**src/rtl/dmx_regs.svh**
```systemverilog
// Constants of the data movement execution unit: register indices, steps, counts.
// Assumes register indices 0..7 are data registers and 8..15 address registers.
`ifndef DMX_REGS_SVH
`define DMX_REGS_SVH

`define DMX_STACK_INDEX 4'hF
`define DMX_LONG_STEP 32'h0000_0004
`define DMX_WORD_STEP 32'h0000_0002
`define DMX_PERIPH_LONG_BEATS 3'h4
`define DMX_PERIPH_WORD_BEATS 3'h2
`define DMX_REG_RESET 32'h0000_0000
`define DMX_BYTE_MASK 32'h0000_00FF

`endif

```
**src/rtl/dmx_pkg.sv**
```systemverilog
// Types shared by the data movement execution unit, its checker, memory model and test bench.
// Assumes nothing beyond a SystemVerilog elaborator.
package dmx_pkg;

  typedef enum logic [3:0] {
    OP_GENERAL   = 4'h0,
    OP_ADDR_LOAD = 4'h1,
    OP_SWAP      = 4'h2,
    OP_EA_LOAD   = 4'h3,
    OP_EA_PUSH   = 4'h4,
    OP_LINK      = 4'h5,
    OP_UNLINK    = 4'h6,
    OP_MULTI     = 4'h7,
    OP_PERIPH    = 4'h8,
    OP_QUICK     = 4'h9
  } dmx_op_e;

  typedef enum logic [1:0] {
    SZ_BYTE = 2'h0,
    SZ_WORD = 2'h1,
    SZ_LONG = 2'h2
  } dmx_size_e;

  // Gray sequence along the usual path
  typedef enum logic [2:0] {
    ST_IDLE = 3'h0,
    ST_RD1  = 3'h1,
    ST_RD2  = 3'h3,
    ST_CAP  = 3'h2,
    ST_BUS  = 3'h6,
    ST_WR1  = 3'h7,
    ST_WR2  = 3'h5,
    ST_DONE = 3'h4
  } dmx_state_e;

endpackage

```
**src/rtl/dmx_reg_file.sv**
```systemverilog
// General register file: one write port, one read port with registered data.
// Assumes a single clock; read data reflect the index of the previous cycle.
`timescale 1ns/1ps
`include "dmx_regs.svh"

module dmx_reg_file #(
  parameter int WIDTH = 32,
  parameter int DEPTH = 16
) (
  input wire logic clk_sys,
  input wire logic reset,
  input wire logic writeEn,
  input wire logic [$clog2(DEPTH)-1:0] writeIdx,
  input wire logic [WIDTH-1:0] writeData,
  input wire logic [$clog2(DEPTH)-1:0] readIdx,
  output logic [WIDTH-1:0] readData
);
  logic [WIDTH-1:0] mem [DEPTH];
  logic [WIDTH-1:0] next_readData;

  generate
    if (DEPTH < 2 || WIDTH < 1)
    begin : g_bad
      $error("dmx_reg_file needs at least two words");
    end
  endgenerate

  // Write-through is not provided; the sequencer never reads a word it writes
  always_comb
  begin
    next_readData = mem[readIdx];
  end

  always_ff @(posedge clk_sys or posedge reset)
  begin
    if (reset)
    begin
      readData <= WIDTH'(`DMX_REG_RESET);
      for (int i = 0; i < DEPTH; i++)
      begin
        mem[i] <= WIDTH'(`DMX_REG_RESET);
      end
    end
    else
    begin
      readData <= next_readData;
      if (writeEn)
      begin
        mem[writeIdx] <= writeData;
      end
    end
  end
endmodule

```
**src/rtl/dmx_data_move.sv**
```systemverilog
// Data movement execution unit: sequences register reads, bus beats and write-back.
// Assumes the caller decodes instructions and supplies computed effective addresses.
// Behaviour
// (RULE_01) General move carries byte, word or long between registers, memory, immediate.
// (RULE_02) Address load takes word or long and writes all 32 bits of An.
// (RULE_03) Swap exchanges full 32-bit contents of any two registers.
// (RULE_04) Effective-address load writes the address itself into An.
// (RULE_05) Push drops stack pointer by four, stores the address there.
// (RULE_06) Link: stack pointer minus four, store An there, An takes it, add displacement.
// (RULE_07) Unlink: stack pointer takes An, An reloads from stack top, then plus four.
// (RULE_08) Multi transfer stores or loads listed registers, word or long, 32-bit loads.
// (RULE_09) Peripheral transfer moves bytes high first at address steps of two.
// (RULE_10) Quick load writes an 8-bit immediate as 32 bits into Dn.
// (RULE_11) Quick load and word address loads sign-extend to 32 bits.
`timescale 1ns/1ps
`include "dmx_regs.svh"

module dmx_data_move #(
  parameter int DATA_WIDTH = 32,
  parameter int REG_COUNT = 16
) (
  input wire logic clk_sys,
  input wire logic reset,
  input wire logic start,
  input wire dmx_pkg::dmx_op_e opIn,
  input wire dmx_pkg::dmx_size_e sizeIn,
  input wire logic [3:0] regAIn,
  input wire logic [3:0] regBIn,
  input wire logic srcMemIn,
  input wire logic srcImmIn,
  input wire logic dstMemIn,
  input wire logic [31:0] eaSrcIn,
  input wire logic [31:0] eaDstIn,
  input wire logic [31:0] immIn,
  input wire logic [15:0] regListIn,
  output logic busy,
  output logic done,
  output logic memReq,
  output logic memWrite,
  output dmx_pkg::dmx_size_e memSize,
  output logic [31:0] memAddr,
  output logic [31:0] memWdata,
  input wire logic memAck,
  input wire logic [31:0] memRdata,
  output logic wbValid,
  output logic [3:0] wbIdx,
  output logic [31:0] wbData
);
  import dmx_pkg::*;

  generate
    if (DATA_WIDTH != 32 || REG_COUNT != 16)
    begin : g_bad
      $error("dmx_data_move serves only 32-bit data and sixteen registers");
    end
  endgenerate

  function automatic logic [31:0] sext(input logic [31:0] v, input dmx_size_e sz);
    case (sz)
      SZ_BYTE: sext = {{24{v[7]}}, v[7:0]};
      SZ_WORD: sext = {{16{v[15]}}, v[15:0]};
      default: sext = v;
    endcase
  endfunction

  function automatic logic [31:0] merge(input logic [31:0] old, input logic [31:0] v,
                                        input dmx_size_e sz);
    case (sz)
      SZ_BYTE: merge = {old[31:8], v[7:0]};
      SZ_WORD: merge = {old[31:16], v[15:0]};
      default: merge = v;
    endcase
  endfunction

  function automatic logic [3:0] lowestSet(input logic [15:0] m);
    lowestSet = 4'h0;
    for (int i = 15; i >= 0; i--)
    begin
      if (m[i])
      begin
        lowestSet = 4'(i);
      end
    end
  endfunction

  dmx_state_e state, next_state;
  dmx_op_e op, next_op;
  dmx_size_e size, next_size;
  logic [3:0] regA, next_regA, regB, next_regB, curIdx, next_curIdx;
  logic srcMem, next_srcMem, srcImm, next_srcImm, dstMem, next_dstMem;
  logic [31:0] eaSrc, next_eaSrc, eaDst, next_eaDst, imm, next_imm;
  logic [31:0] opA, next_opA, opB, next_opB, busData, next_busData;
  logic [31:0] curAddr, next_curAddr;
  logic [15:0] mask, next_mask, remaining;
  logic [1:0] beat, next_beat, byteSel;
  logic [2:0] beatCount;
  logic next_wbValid;
  logic [3:0] next_wbIdx;
  logic [31:0] next_wbData;
  logic [3:0] readIdx, r1, r2, wr1Idx, wr2Idx;
  logic [31:0] readData, srcVal, wr1Data, wr2Data, stackDown;
  logic wr1En, wr2En, writeEn;
  logic [3:0] writeIdx;
  logic [31:0] writeData;

  dmx_reg_file #(
    .WIDTH(DATA_WIDTH),
    .DEPTH(REG_COUNT)
  ) u_regs (
    .clk_sys(clk_sys),
    .reset(reset),
    .writeEn(writeEn),
    .writeIdx(writeIdx),
    .writeData(writeData),
    .readIdx(readIdx),
    .readData(readData)
  );

  // Operand selection, bus beat shape and write-back values per operation
  always_comb
  begin
    stackDown = opA - `DMX_LONG_STEP;
    srcVal = srcMem ? busData : (srcImm ? imm : opA);
    r1 = regA;
    r2 = regB;
    beatCount = 3'h0;
    memWrite = 1'b0;
    memSize = SZ_LONG;
    memAddr = eaSrc;
    memWdata = 32'h0000_0000;
    byteSel = 2'h0;
    wr1En = 1'b0;
    wr1Idx = regB;
    wr1Data = 32'h0000_0000;
    wr2En = 1'b0;
    wr2Idx = regA;
    wr2Data = 32'h0000_0000;
    case (op)
      OP_GENERAL:
      begin
        // A memory source is read first, then a memory destination written
        beatCount = {2'h0, srcMem} + {2'h0, dstMem}; // see (RULE_01)
        memSize = size;
        memWrite = !(srcMem && beat == 2'h0);
        memAddr = memWrite ? eaDst : eaSrc;
        memWdata = srcVal;
        wr1En = !dstMem;
        wr1Data = merge(opB, srcVal, size); // see (RULE_01)
      end
      OP_ADDR_LOAD:
      begin
        beatCount = {2'h0, srcMem};
        memSize = size;
        wr1En = 1'b1;
        wr1Data = sext(srcVal, size); // see (RULE_02) see (RULE_11)
      end
      OP_SWAP:
      begin
        wr1En = 1'b1;
        wr1Idx = regA;
        wr1Data = opB; // see (RULE_03)
        wr2En = 1'b1;
        wr2Idx = regB;
        wr2Data = opA;
      end
      OP_EA_LOAD:
      begin
        wr1En = 1'b1;
        wr1Data = eaSrc; // see (RULE_04)
      end
      OP_EA_PUSH:
      begin
        r1 = `DMX_STACK_INDEX;
        beatCount = 3'h1;
        memWrite = 1'b1;
        memAddr = stackDown;
        memWdata = eaSrc; // see (RULE_05)
        wr1En = 1'b1;
        wr1Idx = `DMX_STACK_INDEX;
        wr1Data = stackDown;
      end
      OP_LINK:
      begin
        r1 = `DMX_STACK_INDEX;
        r2 = regA;
        beatCount = 3'h1;
        memWrite = 1'b1;
        memAddr = stackDown;
        memWdata = opB; // see (RULE_06)
        wr1En = 1'b1;
        wr1Idx = regA;
        wr1Data = stackDown;
        wr2En = 1'b1;
        wr2Idx = `DMX_STACK_INDEX;
        wr2Data = stackDown + imm; // see (RULE_06)
      end
      OP_UNLINK:
      begin
        beatCount = 3'h1;
        memAddr = opA; // see (RULE_07)
        wr1En = 1'b1;
        wr1Idx = `DMX_STACK_INDEX;
        wr1Data = opA + `DMX_LONG_STEP;
        wr2En = 1'b1;
        wr2Idx = regA;
        wr2Data = busData;
      end
      OP_MULTI:
      begin
        r1 = curIdx;
        beatCount = 3'h1;
        memWrite = dstMem;
        memSize = size;
        memAddr = curAddr;
        memWdata = opA; // see (RULE_08)
        wr1En = !dstMem;
        wr1Idx = curIdx;
        wr1Data = sext(busData, size);
      end
      OP_PERIPH:
      begin
        beatCount = (size == SZ_LONG) ? `DMX_PERIPH_LONG_BEATS : `DMX_PERIPH_WORD_BEATS;
        byteSel = ((size == SZ_LONG) ? 2'h3 : 2'h1) - beat;
        memWrite = dstMem;
        memSize = SZ_BYTE;
        memAddr = eaSrc + {29'h0, beat, 1'b0}; // see (RULE_09)
        memWdata = (opA >> {byteSel, 3'h0}) & `DMX_BYTE_MASK;
        wr1En = !dstMem;
        wr1Idx = regA;
        wr1Data = (size == SZ_LONG) ? busData : {opA[31:16], busData[15:0]};
      end
      OP_QUICK:
      begin
        wr1En = 1'b1;
        wr1Data = sext(imm, SZ_BYTE); // see (RULE_10) see (RULE_11)
      end
      default:
      begin
        wr1En = 1'b0;
      end
    endcase
  end

  // Sequencer
  always_comb
  begin
    next_state = state;
    next_op = op;
    next_size = size;
    next_regA = regA;
    next_regB = regB;
    next_srcMem = srcMem;
    next_srcImm = srcImm;
    next_dstMem = dstMem;
    next_eaSrc = eaSrc;
    next_eaDst = eaDst;
    next_imm = imm;
    next_opA = opA;
    next_opB = opB;
    next_busData = busData;
    next_curAddr = curAddr;
    next_curIdx = curIdx;
    next_mask = mask;
    next_beat = beat;
    remaining = mask & ~(16'h0001 << curIdx);
    readIdx = r1;
    writeEn = 1'b0;
    writeIdx = wr1Idx;
    writeData = wr1Data;
    case (state)
      ST_IDLE:
      begin
        if (start)
        begin
          next_op = opIn;
          next_size = sizeIn;
          next_regA = regAIn;
          next_regB = regBIn;
          next_srcMem = srcMemIn;
          next_srcImm = srcImmIn;
          next_dstMem = dstMemIn;
          next_eaSrc = eaSrcIn;
          next_eaDst = eaDstIn;
          next_imm = immIn;
          next_curAddr = eaSrcIn;
          next_mask = regListIn;
          next_curIdx = lowestSet(regListIn);
          next_beat = 2'h0;
          next_state = (opIn == OP_MULTI && regListIn == 16'h0000) ? ST_DONE : ST_RD1;
        end
      end
      ST_RD1:
      begin
        next_state = ST_RD2;
      end
      ST_RD2:
      begin
        readIdx = r2;
        next_opA = readData;
        next_state = ST_CAP;
      end
      ST_CAP:
      begin
        next_opB = readData;
        next_state = (beatCount != 3'h0) ? ST_BUS : ST_WR1;
      end
      ST_BUS:
      begin
        if (memAck)
        begin
          if (!memWrite)
          begin
            // Peripheral bytes arrive high first and shift in from the bottom
            next_busData = (op == OP_PERIPH) ? {busData[23:0], memRdata[7:0]} : memRdata;
          end
          next_beat = beat + 2'h1;
          if ({1'b0, beat} == beatCount - 3'h1)
          begin
            next_beat = 2'h0;
            next_state = ST_WR1;
          end
        end
      end
      ST_WR1:
      begin
        writeEn = wr1En;
        next_state = ST_WR2;
      end
      ST_WR2:
      begin
        writeEn = wr2En;
        writeIdx = wr2Idx;
        writeData = wr2Data;
        next_state = ST_DONE;
        if (op == OP_MULTI && remaining != 16'h0000)
        begin
          // Registers go in ascending index order, D0 first, A7 last
          next_mask = remaining; // see (RULE_08)
          next_curIdx = lowestSet(remaining);
          next_curAddr = curAddr + ((size == SZ_LONG) ? `DMX_LONG_STEP : `DMX_WORD_STEP);
          next_state = ST_RD1;
        end
      end
      ST_DONE:
      begin
        next_state = ST_IDLE;
      end
      default:
      begin
        next_state = ST_IDLE;
      end
    endcase
    next_wbValid = writeEn;
    next_wbIdx = writeEn ? writeIdx : wbIdx;
    next_wbData = writeEn ? writeData : wbData;
  end

  assign busy = (state != ST_IDLE);
  assign done = (state == ST_DONE);
  assign memReq = (state == ST_BUS);

  always_ff @(posedge clk_sys or posedge reset)
  begin
    if (reset)
    begin
      state <= ST_IDLE;
      op <= OP_GENERAL;
      size <= SZ_LONG;
      regA <= 4'h0;
      regB <= 4'h0;
      srcMem <= 1'b0;
      srcImm <= 1'b0;
      dstMem <= 1'b0;
      eaSrc <= 32'h0000_0000;
      eaDst <= 32'h0000_0000;
      imm <= 32'h0000_0000;
      opA <= 32'h0000_0000;
      opB <= 32'h0000_0000;
      busData <= 32'h0000_0000;
      curAddr <= 32'h0000_0000;
      curIdx <= 4'h0;
      mask <= 16'h0000;
      beat <= 2'h0;
      wbValid <= 1'b0;
      wbIdx <= 4'h0;
      wbData <= 32'h0000_0000;
    end
    else
    begin
      state <= next_state;
      op <= next_op;
      size <= next_size;
      regA <= next_regA;
      regB <= next_regB;
      srcMem <= next_srcMem;
      srcImm <= next_srcImm;
      dstMem <= next_dstMem;
      eaSrc <= next_eaSrc;
      eaDst <= next_eaDst;
      imm <= next_imm;
      opA <= next_opA;
      opB <= next_opB;
      busData <= next_busData;
      curAddr <= next_curAddr;
      curIdx <= next_curIdx;
      mask <= next_mask;
      beat <= next_beat;
      wbValid <= next_wbValid;
      wbIdx <= next_wbIdx;
      wbData <= next_wbData;
    end
  end
endmodule

```
**config.mk**
```make
export PLATFORM = sky130hd
export DESIGN_NAME = dmx_data_move
export DESIGN_NICKNAME = d
export VERILOG_FILES = /design/src/rtl/dmx_pkg.sv /design/src/rtl/dmx_reg_file.sv /design/src/rtl/dmx_data_move.sv
export VERILOG_INCLUDE_DIRS = /design/src /design/src/rtl
export SDC_FILE = /design/constraint.sdc
export NUM_CORES = 2
export LEC_CHECK = 0
export ABC_AREA = 0
export BUFFER_PORTS_ARGS = -buffer_cell sky130_fd_sc_hd__buf_2
export CAP_MARGIN = 5
export CORE_UTILIZATION = 60
export CTS_CLUSTER_DIAMETER = 100
export DETAILED_ROUTE_END_ITERATION = 8
export PLACE_DENSITY = 0.79
export SYNTH_ARGS = -nofsm -noshare
export SYNTH_HDL_FRONTEND = slang
export SYNTH_HIERARCHICAL = 1
export SYNTH_SLANG_ARGS = --single-unit
```
**constraint.sdc**
```tcl
create_clock -name clk_sys -period 19.24 [get_ports clk_sys]
set_input_delay 1.924 -clock clk_sys [delete_from_list [all_inputs] [get_ports clk_sys]]
set_output_delay 1.924 -clock clk_sys [all_outputs]
set_load 0.02 [all_outputs]
```
==> run summary <==
The run finished with clean final reports. Dividing the detail-routed via count by the number of cells gives 6.906. The core region is 0.07620 sq mm. For this block, the initial DRC count from the detailed router was 5173. The floorplan has 101 rows. The count of H-tree levels built during CTS is 3, and the number of instances in the synthesized netlist is 4168. At the pin with the least slew margin, the transition time is 1.196 ns. After global routing the overflow that remains totals 0. Yosys mapped a number of flops with a built-in enable equal to 0. The number of gates resized after CTS was 0.

The overall fraction of global-route tracks in use was 0.3795; the total clock buffers created by CTS was 87. The logs give 12.93 ns for the worst setup margin and 36400 for the via count of the first global-routing pass. The die width works out to 280.1 um. The maximum net fanout on the critical path came out at 50.

The logs give 0 for the number of pins with negative max-slew slack in the final report and 226000 um for the wire length of the first global-routing pass. The clock arrives with 0.05454 ns of skew. The reg-to-reg critical path startpoint is opA[2].

The synthesized area is 0.04640 sq mm. Yosys mapped the design onto 92 distinct sky130hd cell types. CTS saw 847 sinks.

For the cell count after placement, the log shows 5200. The average size of a mapped cell is 11.13 sq um. Counting cells, the worst reg-to-reg path comes to 16. STA classifies the critical path endpoint as an output pin. In this run the remaining antenna-violating nets after routing total 0. The most critical setup path has its endpoint at memAddr[24]. The initial core utilization is 0.6089. Counting flops and latches in the post-synthesis netlist gives 847.

Die extent in y: 280.1 um. The tools report the cell at the root of the clock tree as sky130_fd_sc_hd__clkbuf_16. The number of non-filler instances in the completed layout came out at 5369. Across all layers, the routed design uses 37080 vias. The class of the most critical setup path was flip-flop to output pin. Entering global routing, the biggest net connects 193 pins.

The net count of the finished layout is 4472. During I/O placement, the number of pins put on the boundary was 272. TritonCTS built the clock tree. The proportion of layout cells with a drive suffix above 1 is 0.3042, and the number of fill cells is 5469. The tools report the worst max-slew margin expressed relative to the limit as 0.2001. In this run the critical register-to-register path is captured at u_regs/mem[188]. Setup violations remaining at the end of the flow were counted as 0. The number of optimization iterations in the first detailed-route pass was 8; the post-placement worst setup slack was 13.54 ns.

During synthesis, Yosys emitted a total of 6 warnings. The initial antenna violation count is 9, and the net count after synthesis is 4378. The data arrival at the endpoint of the critical path was 4.38 ns.

The overall die area came out at 0.07845 sq mm. For the detailed placement HPWL, the log shows 96900 um. The fmax was 0.1585 GHz; the maximum buffer depth of the clock tree was 3. For the worst setup path, the data required time is 17.32 ns. The element type at the critical path start is a flip-flop. The later pin in the worst-skew pair is clocked with a latency of 0.67 ns. For this run, design rule violations remaining after detail routing come to 0. The tools report the portion of the post-synthesis area used by sequential elements as 0.4568. The setup check on the worst reg-to-reg path leaves a slack of 13.63 ns.

Buffers added to address setup during post-CTS repair amount to 0. Max-cap violations in this run came to 0. The share of the clock period used by the worst path after layout is 0.3279, and the share of synthesized registers carrying an async set or reset is 1.000. After clock tree synthesis, the clock-pin slew on the worst setup and hold paths is 0.06 ns. Counting instances, the worst hold path has a depth of 2. The dominant synthesized flop cell was sky130_fd_sc_hd__dfrtp_1. Buffers inserted to repair hold after CTS numbered 0. The minimum clock period came out at 6.308 ns. The tools report the number of endpoints with negative hold slack in the final report as 0. At the end of routability-driven placement, the weighted congestion stood at 1.007. Setup repair after global routing left no endpoint under its margin.

The number of input and output port buffers inserted is 271. Summed over all layers, the routed wires come to 148800 um. In this run the worst setup path begins at op[1].

In the final routed layout, each cell accounts on average for 27.71 um. The min-delay analysis places its worst path in the category flip-flop to flip-flop. The aggregate negative setup slack is 0 ns, and the final worst hold slack is 0.4706 ns. The area overhead of the layout relative to synthesis came out at 11.10%.
[critical path, stage by stage, from the launching register on]
cell and delay (ns):
sky130_fd_sc_hd__dfrtp_1 1.00, sky130_fd_sc_hd__nand2b_1 0.29, sky130_fd_sc_hd__nor2_4 0.76, sky130_fd_sc_hd__buf_4 0.66, sky130_fd_sc_hd__a221oi_1 0.18, sky130_fd_sc_hd__nand3_1 0.16
sky130_fd_sc_hd__a31oi_1 0.05, sky130_fd_sc_hd__nor2_1 0.10, sky130_fd_sc_hd__o22a_1 0.20, sky130_fd_sc_hd__buf_2 0.19
[sequential cells by signal (all words and copies together) (netlist names), named ones only]
| signal | cells |
|---|---|
| beat | 2 |
| busData | 32 |
| curAddr | 32 |
| curIdx | 4 |
| dstMem | 1 |
| eaDst | 32 |
| eaSrc | 32 |
| imm | 32 |
| mask | 16 |
| op | 4 |
| opA | 32 |
| opB | 32 |
| regA | 4 |
| regB | 4 |
| size | 2 |
| srcImm | 1 |
| srcMem | 1 |
| state | 2 |
| u_regs/mem | 512 |
| u_regs/readData | 32 |
| wbData | 32 |
| wbIdx | 4 |
| wbValid | 1 |
[cell usage after synthesis, types with 42 or more instances]
cell / instances / area, sq um
sky130_fd_sc_hd__xor2_1: 44 / 385.4
sky130_fd_sc_hd__mux2i_1: 75 / 750.7
sky130_fd_sc_hd__mux4_2: 137 / 3085
sky130_fd_sc_hd__mux2_2: 565 / 6362
sky130_fd_sc_hd__ha_1: 42 / 525.5
sky130_fd_sc_hd__a22oi_1: 122 / 915.9
sky130_fd_sc_hd__inv_1: 47 / 176.4
sky130_fd_sc_hd__a31oi_1: 51 / 319.1
sky130_fd_sc_hd__dfrtp_1: 846 / 21170
sky130_fd_sc_hd__a21oi_1: 234 / 1171
sky130_fd_sc_hd__nor2_1: 220 / 825.8
sky130_fd_sc_hd__buf_2: 94 / 470.5
sky130_fd_sc_hd__mux2_1: 84 / 945.9
sky130_fd_sc_hd__o21ai_0: 174 / 870.8
sky130_fd_sc_hd__nand2_1: 436 / 1637
sky130_fd_sc_hd__nand3_1: 74 / 370.4
sky130_fd_sc_hd__clkbuf_1: 228 / 855.8
sky130_fd_sc_hd__a222oi_1: 45 / 450.4
[per-layer routing]
layer / GRT usage / wire (um) / vias up
met5: 0 / 10 / -
met2: 0.5896 / 67650 / 2427
met3: 0.08893 / 17400 / 477
met1: 0.5057 / 55810 / 18510
li1: - / - / 15670
met4: 0.1779 / 7889 / 2
[cells by family (layout without fill, tap and decap cells)]
group / after synthesis / in the layout / share of synthesized area
other: 0 / 3 / 0
buffers and inverters: 409 / 577 / 0.03651
muxes: 891 / 891 / 0.2499
adders and majority gates: 45 / 45 / 0.01262
xor gates and xnor gates: 84 / 84 / 0.01586
and+or+nand+nor: 966 / 966 / 0.09545
DFF: 847 / 847 / 0.4568
AOI/OAI and AO/OA: 926 / 926 / 0.1329
[per-stage QoR]
step,area [sq um],utilization
floorplan,46400,-
global placement,48490,0.6363
detailed placement,48490,0.6363
CTS,51520,0.6761
global route,51550,0.6765
finish,51550,0.6765
[worst min path at each step]
| stage | from | to |
|---|---|---|
| finish | u_regs/readData[22] | opA[22] |
| global route | u_regs/readData[10] | opA[10] |
| CTS | u_regs/readData[10] | opA[10] |
| global placement | u_regs/readData[7] | opA[7] |
| floorplan | u_regs/readData[0] | opA[0] |
| detailed placement | u_regs/readData[0] | opA[0] |
[placed cells by master, fill, tap and decap left out, types with 20 or more instances in the layout]
cell type                   instances
sky130_fd_sc_hd__ha_1              42
sky130_fd_sc_hd__a222oi_1          45
sky130_fd_sc_hd__xnor2_1           40
sky130_fd_sc_hd__buf_2            271
sky130_fd_sc_hd__o22ai_1           35
sky130_fd_sc_hd__xor2_1            44
sky130_fd_sc_hd__buf_4             93
sky130_fd_sc_hd__nor2_1           207
sky130_fd_sc_hd__and3_1            27
sky130_fd_sc_hd__o221ai_1          32
sky130_fd_sc_hd__a22o_1            25
sky130_fd_sc_hd__mux2_4            30
sky130_fd_sc_hd__a22oi_1          122
sky130_fd_sc_hd__clkbuf_8          20
sky130_fd_sc_hd__o21ai_0          169
sky130_fd_sc_hd__clkbuf_16         88
sky130_fd_sc_hd__nand3_1           73
sky130_fd_sc_hd__mux2_2           565
sky130_fd_sc_hd__inv_1             45
sky130_fd_sc_hd__a221oi_1          29
sky130_fd_sc_hd__nand4_1           31
sky130_fd_sc_hd__mux2_1            84
sky130_fd_sc_hd__nor3_1            40
sky130_fd_sc_hd__a21o_1            33
sky130_fd_sc_hd__mux4_2           137
sky130_fd_sc_hd__mux2i_1           75
sky130_fd_sc_hd__a31oi_1           51
sky130_fd_sc_hd__dfrtp_1          843
sky130_fd_sc_hd__a21oi_1          233
sky130_fd_sc_hd__nand2_1          435
[area by class of cell]
type                            count  area (sq um)  area share
Inverter                           48         195.2    0.003786
Clock inverter                     37         491.7    0.009538
Antenna cell                        3         7.507   0.0001456
Tap cell                         1030          1289     0.02500
Timing Repair Buffer              366          2095     0.04063
Sequential cell                   847         21200      0.4112
Multi-Input combinational cell   2912         23730      0.4603
Clock buffer                      126          2545     0.04937
Power is left out: the tool's default activity adds up to more than one toggle a clock period on the data nets, which glitch-free logic cannot reach.
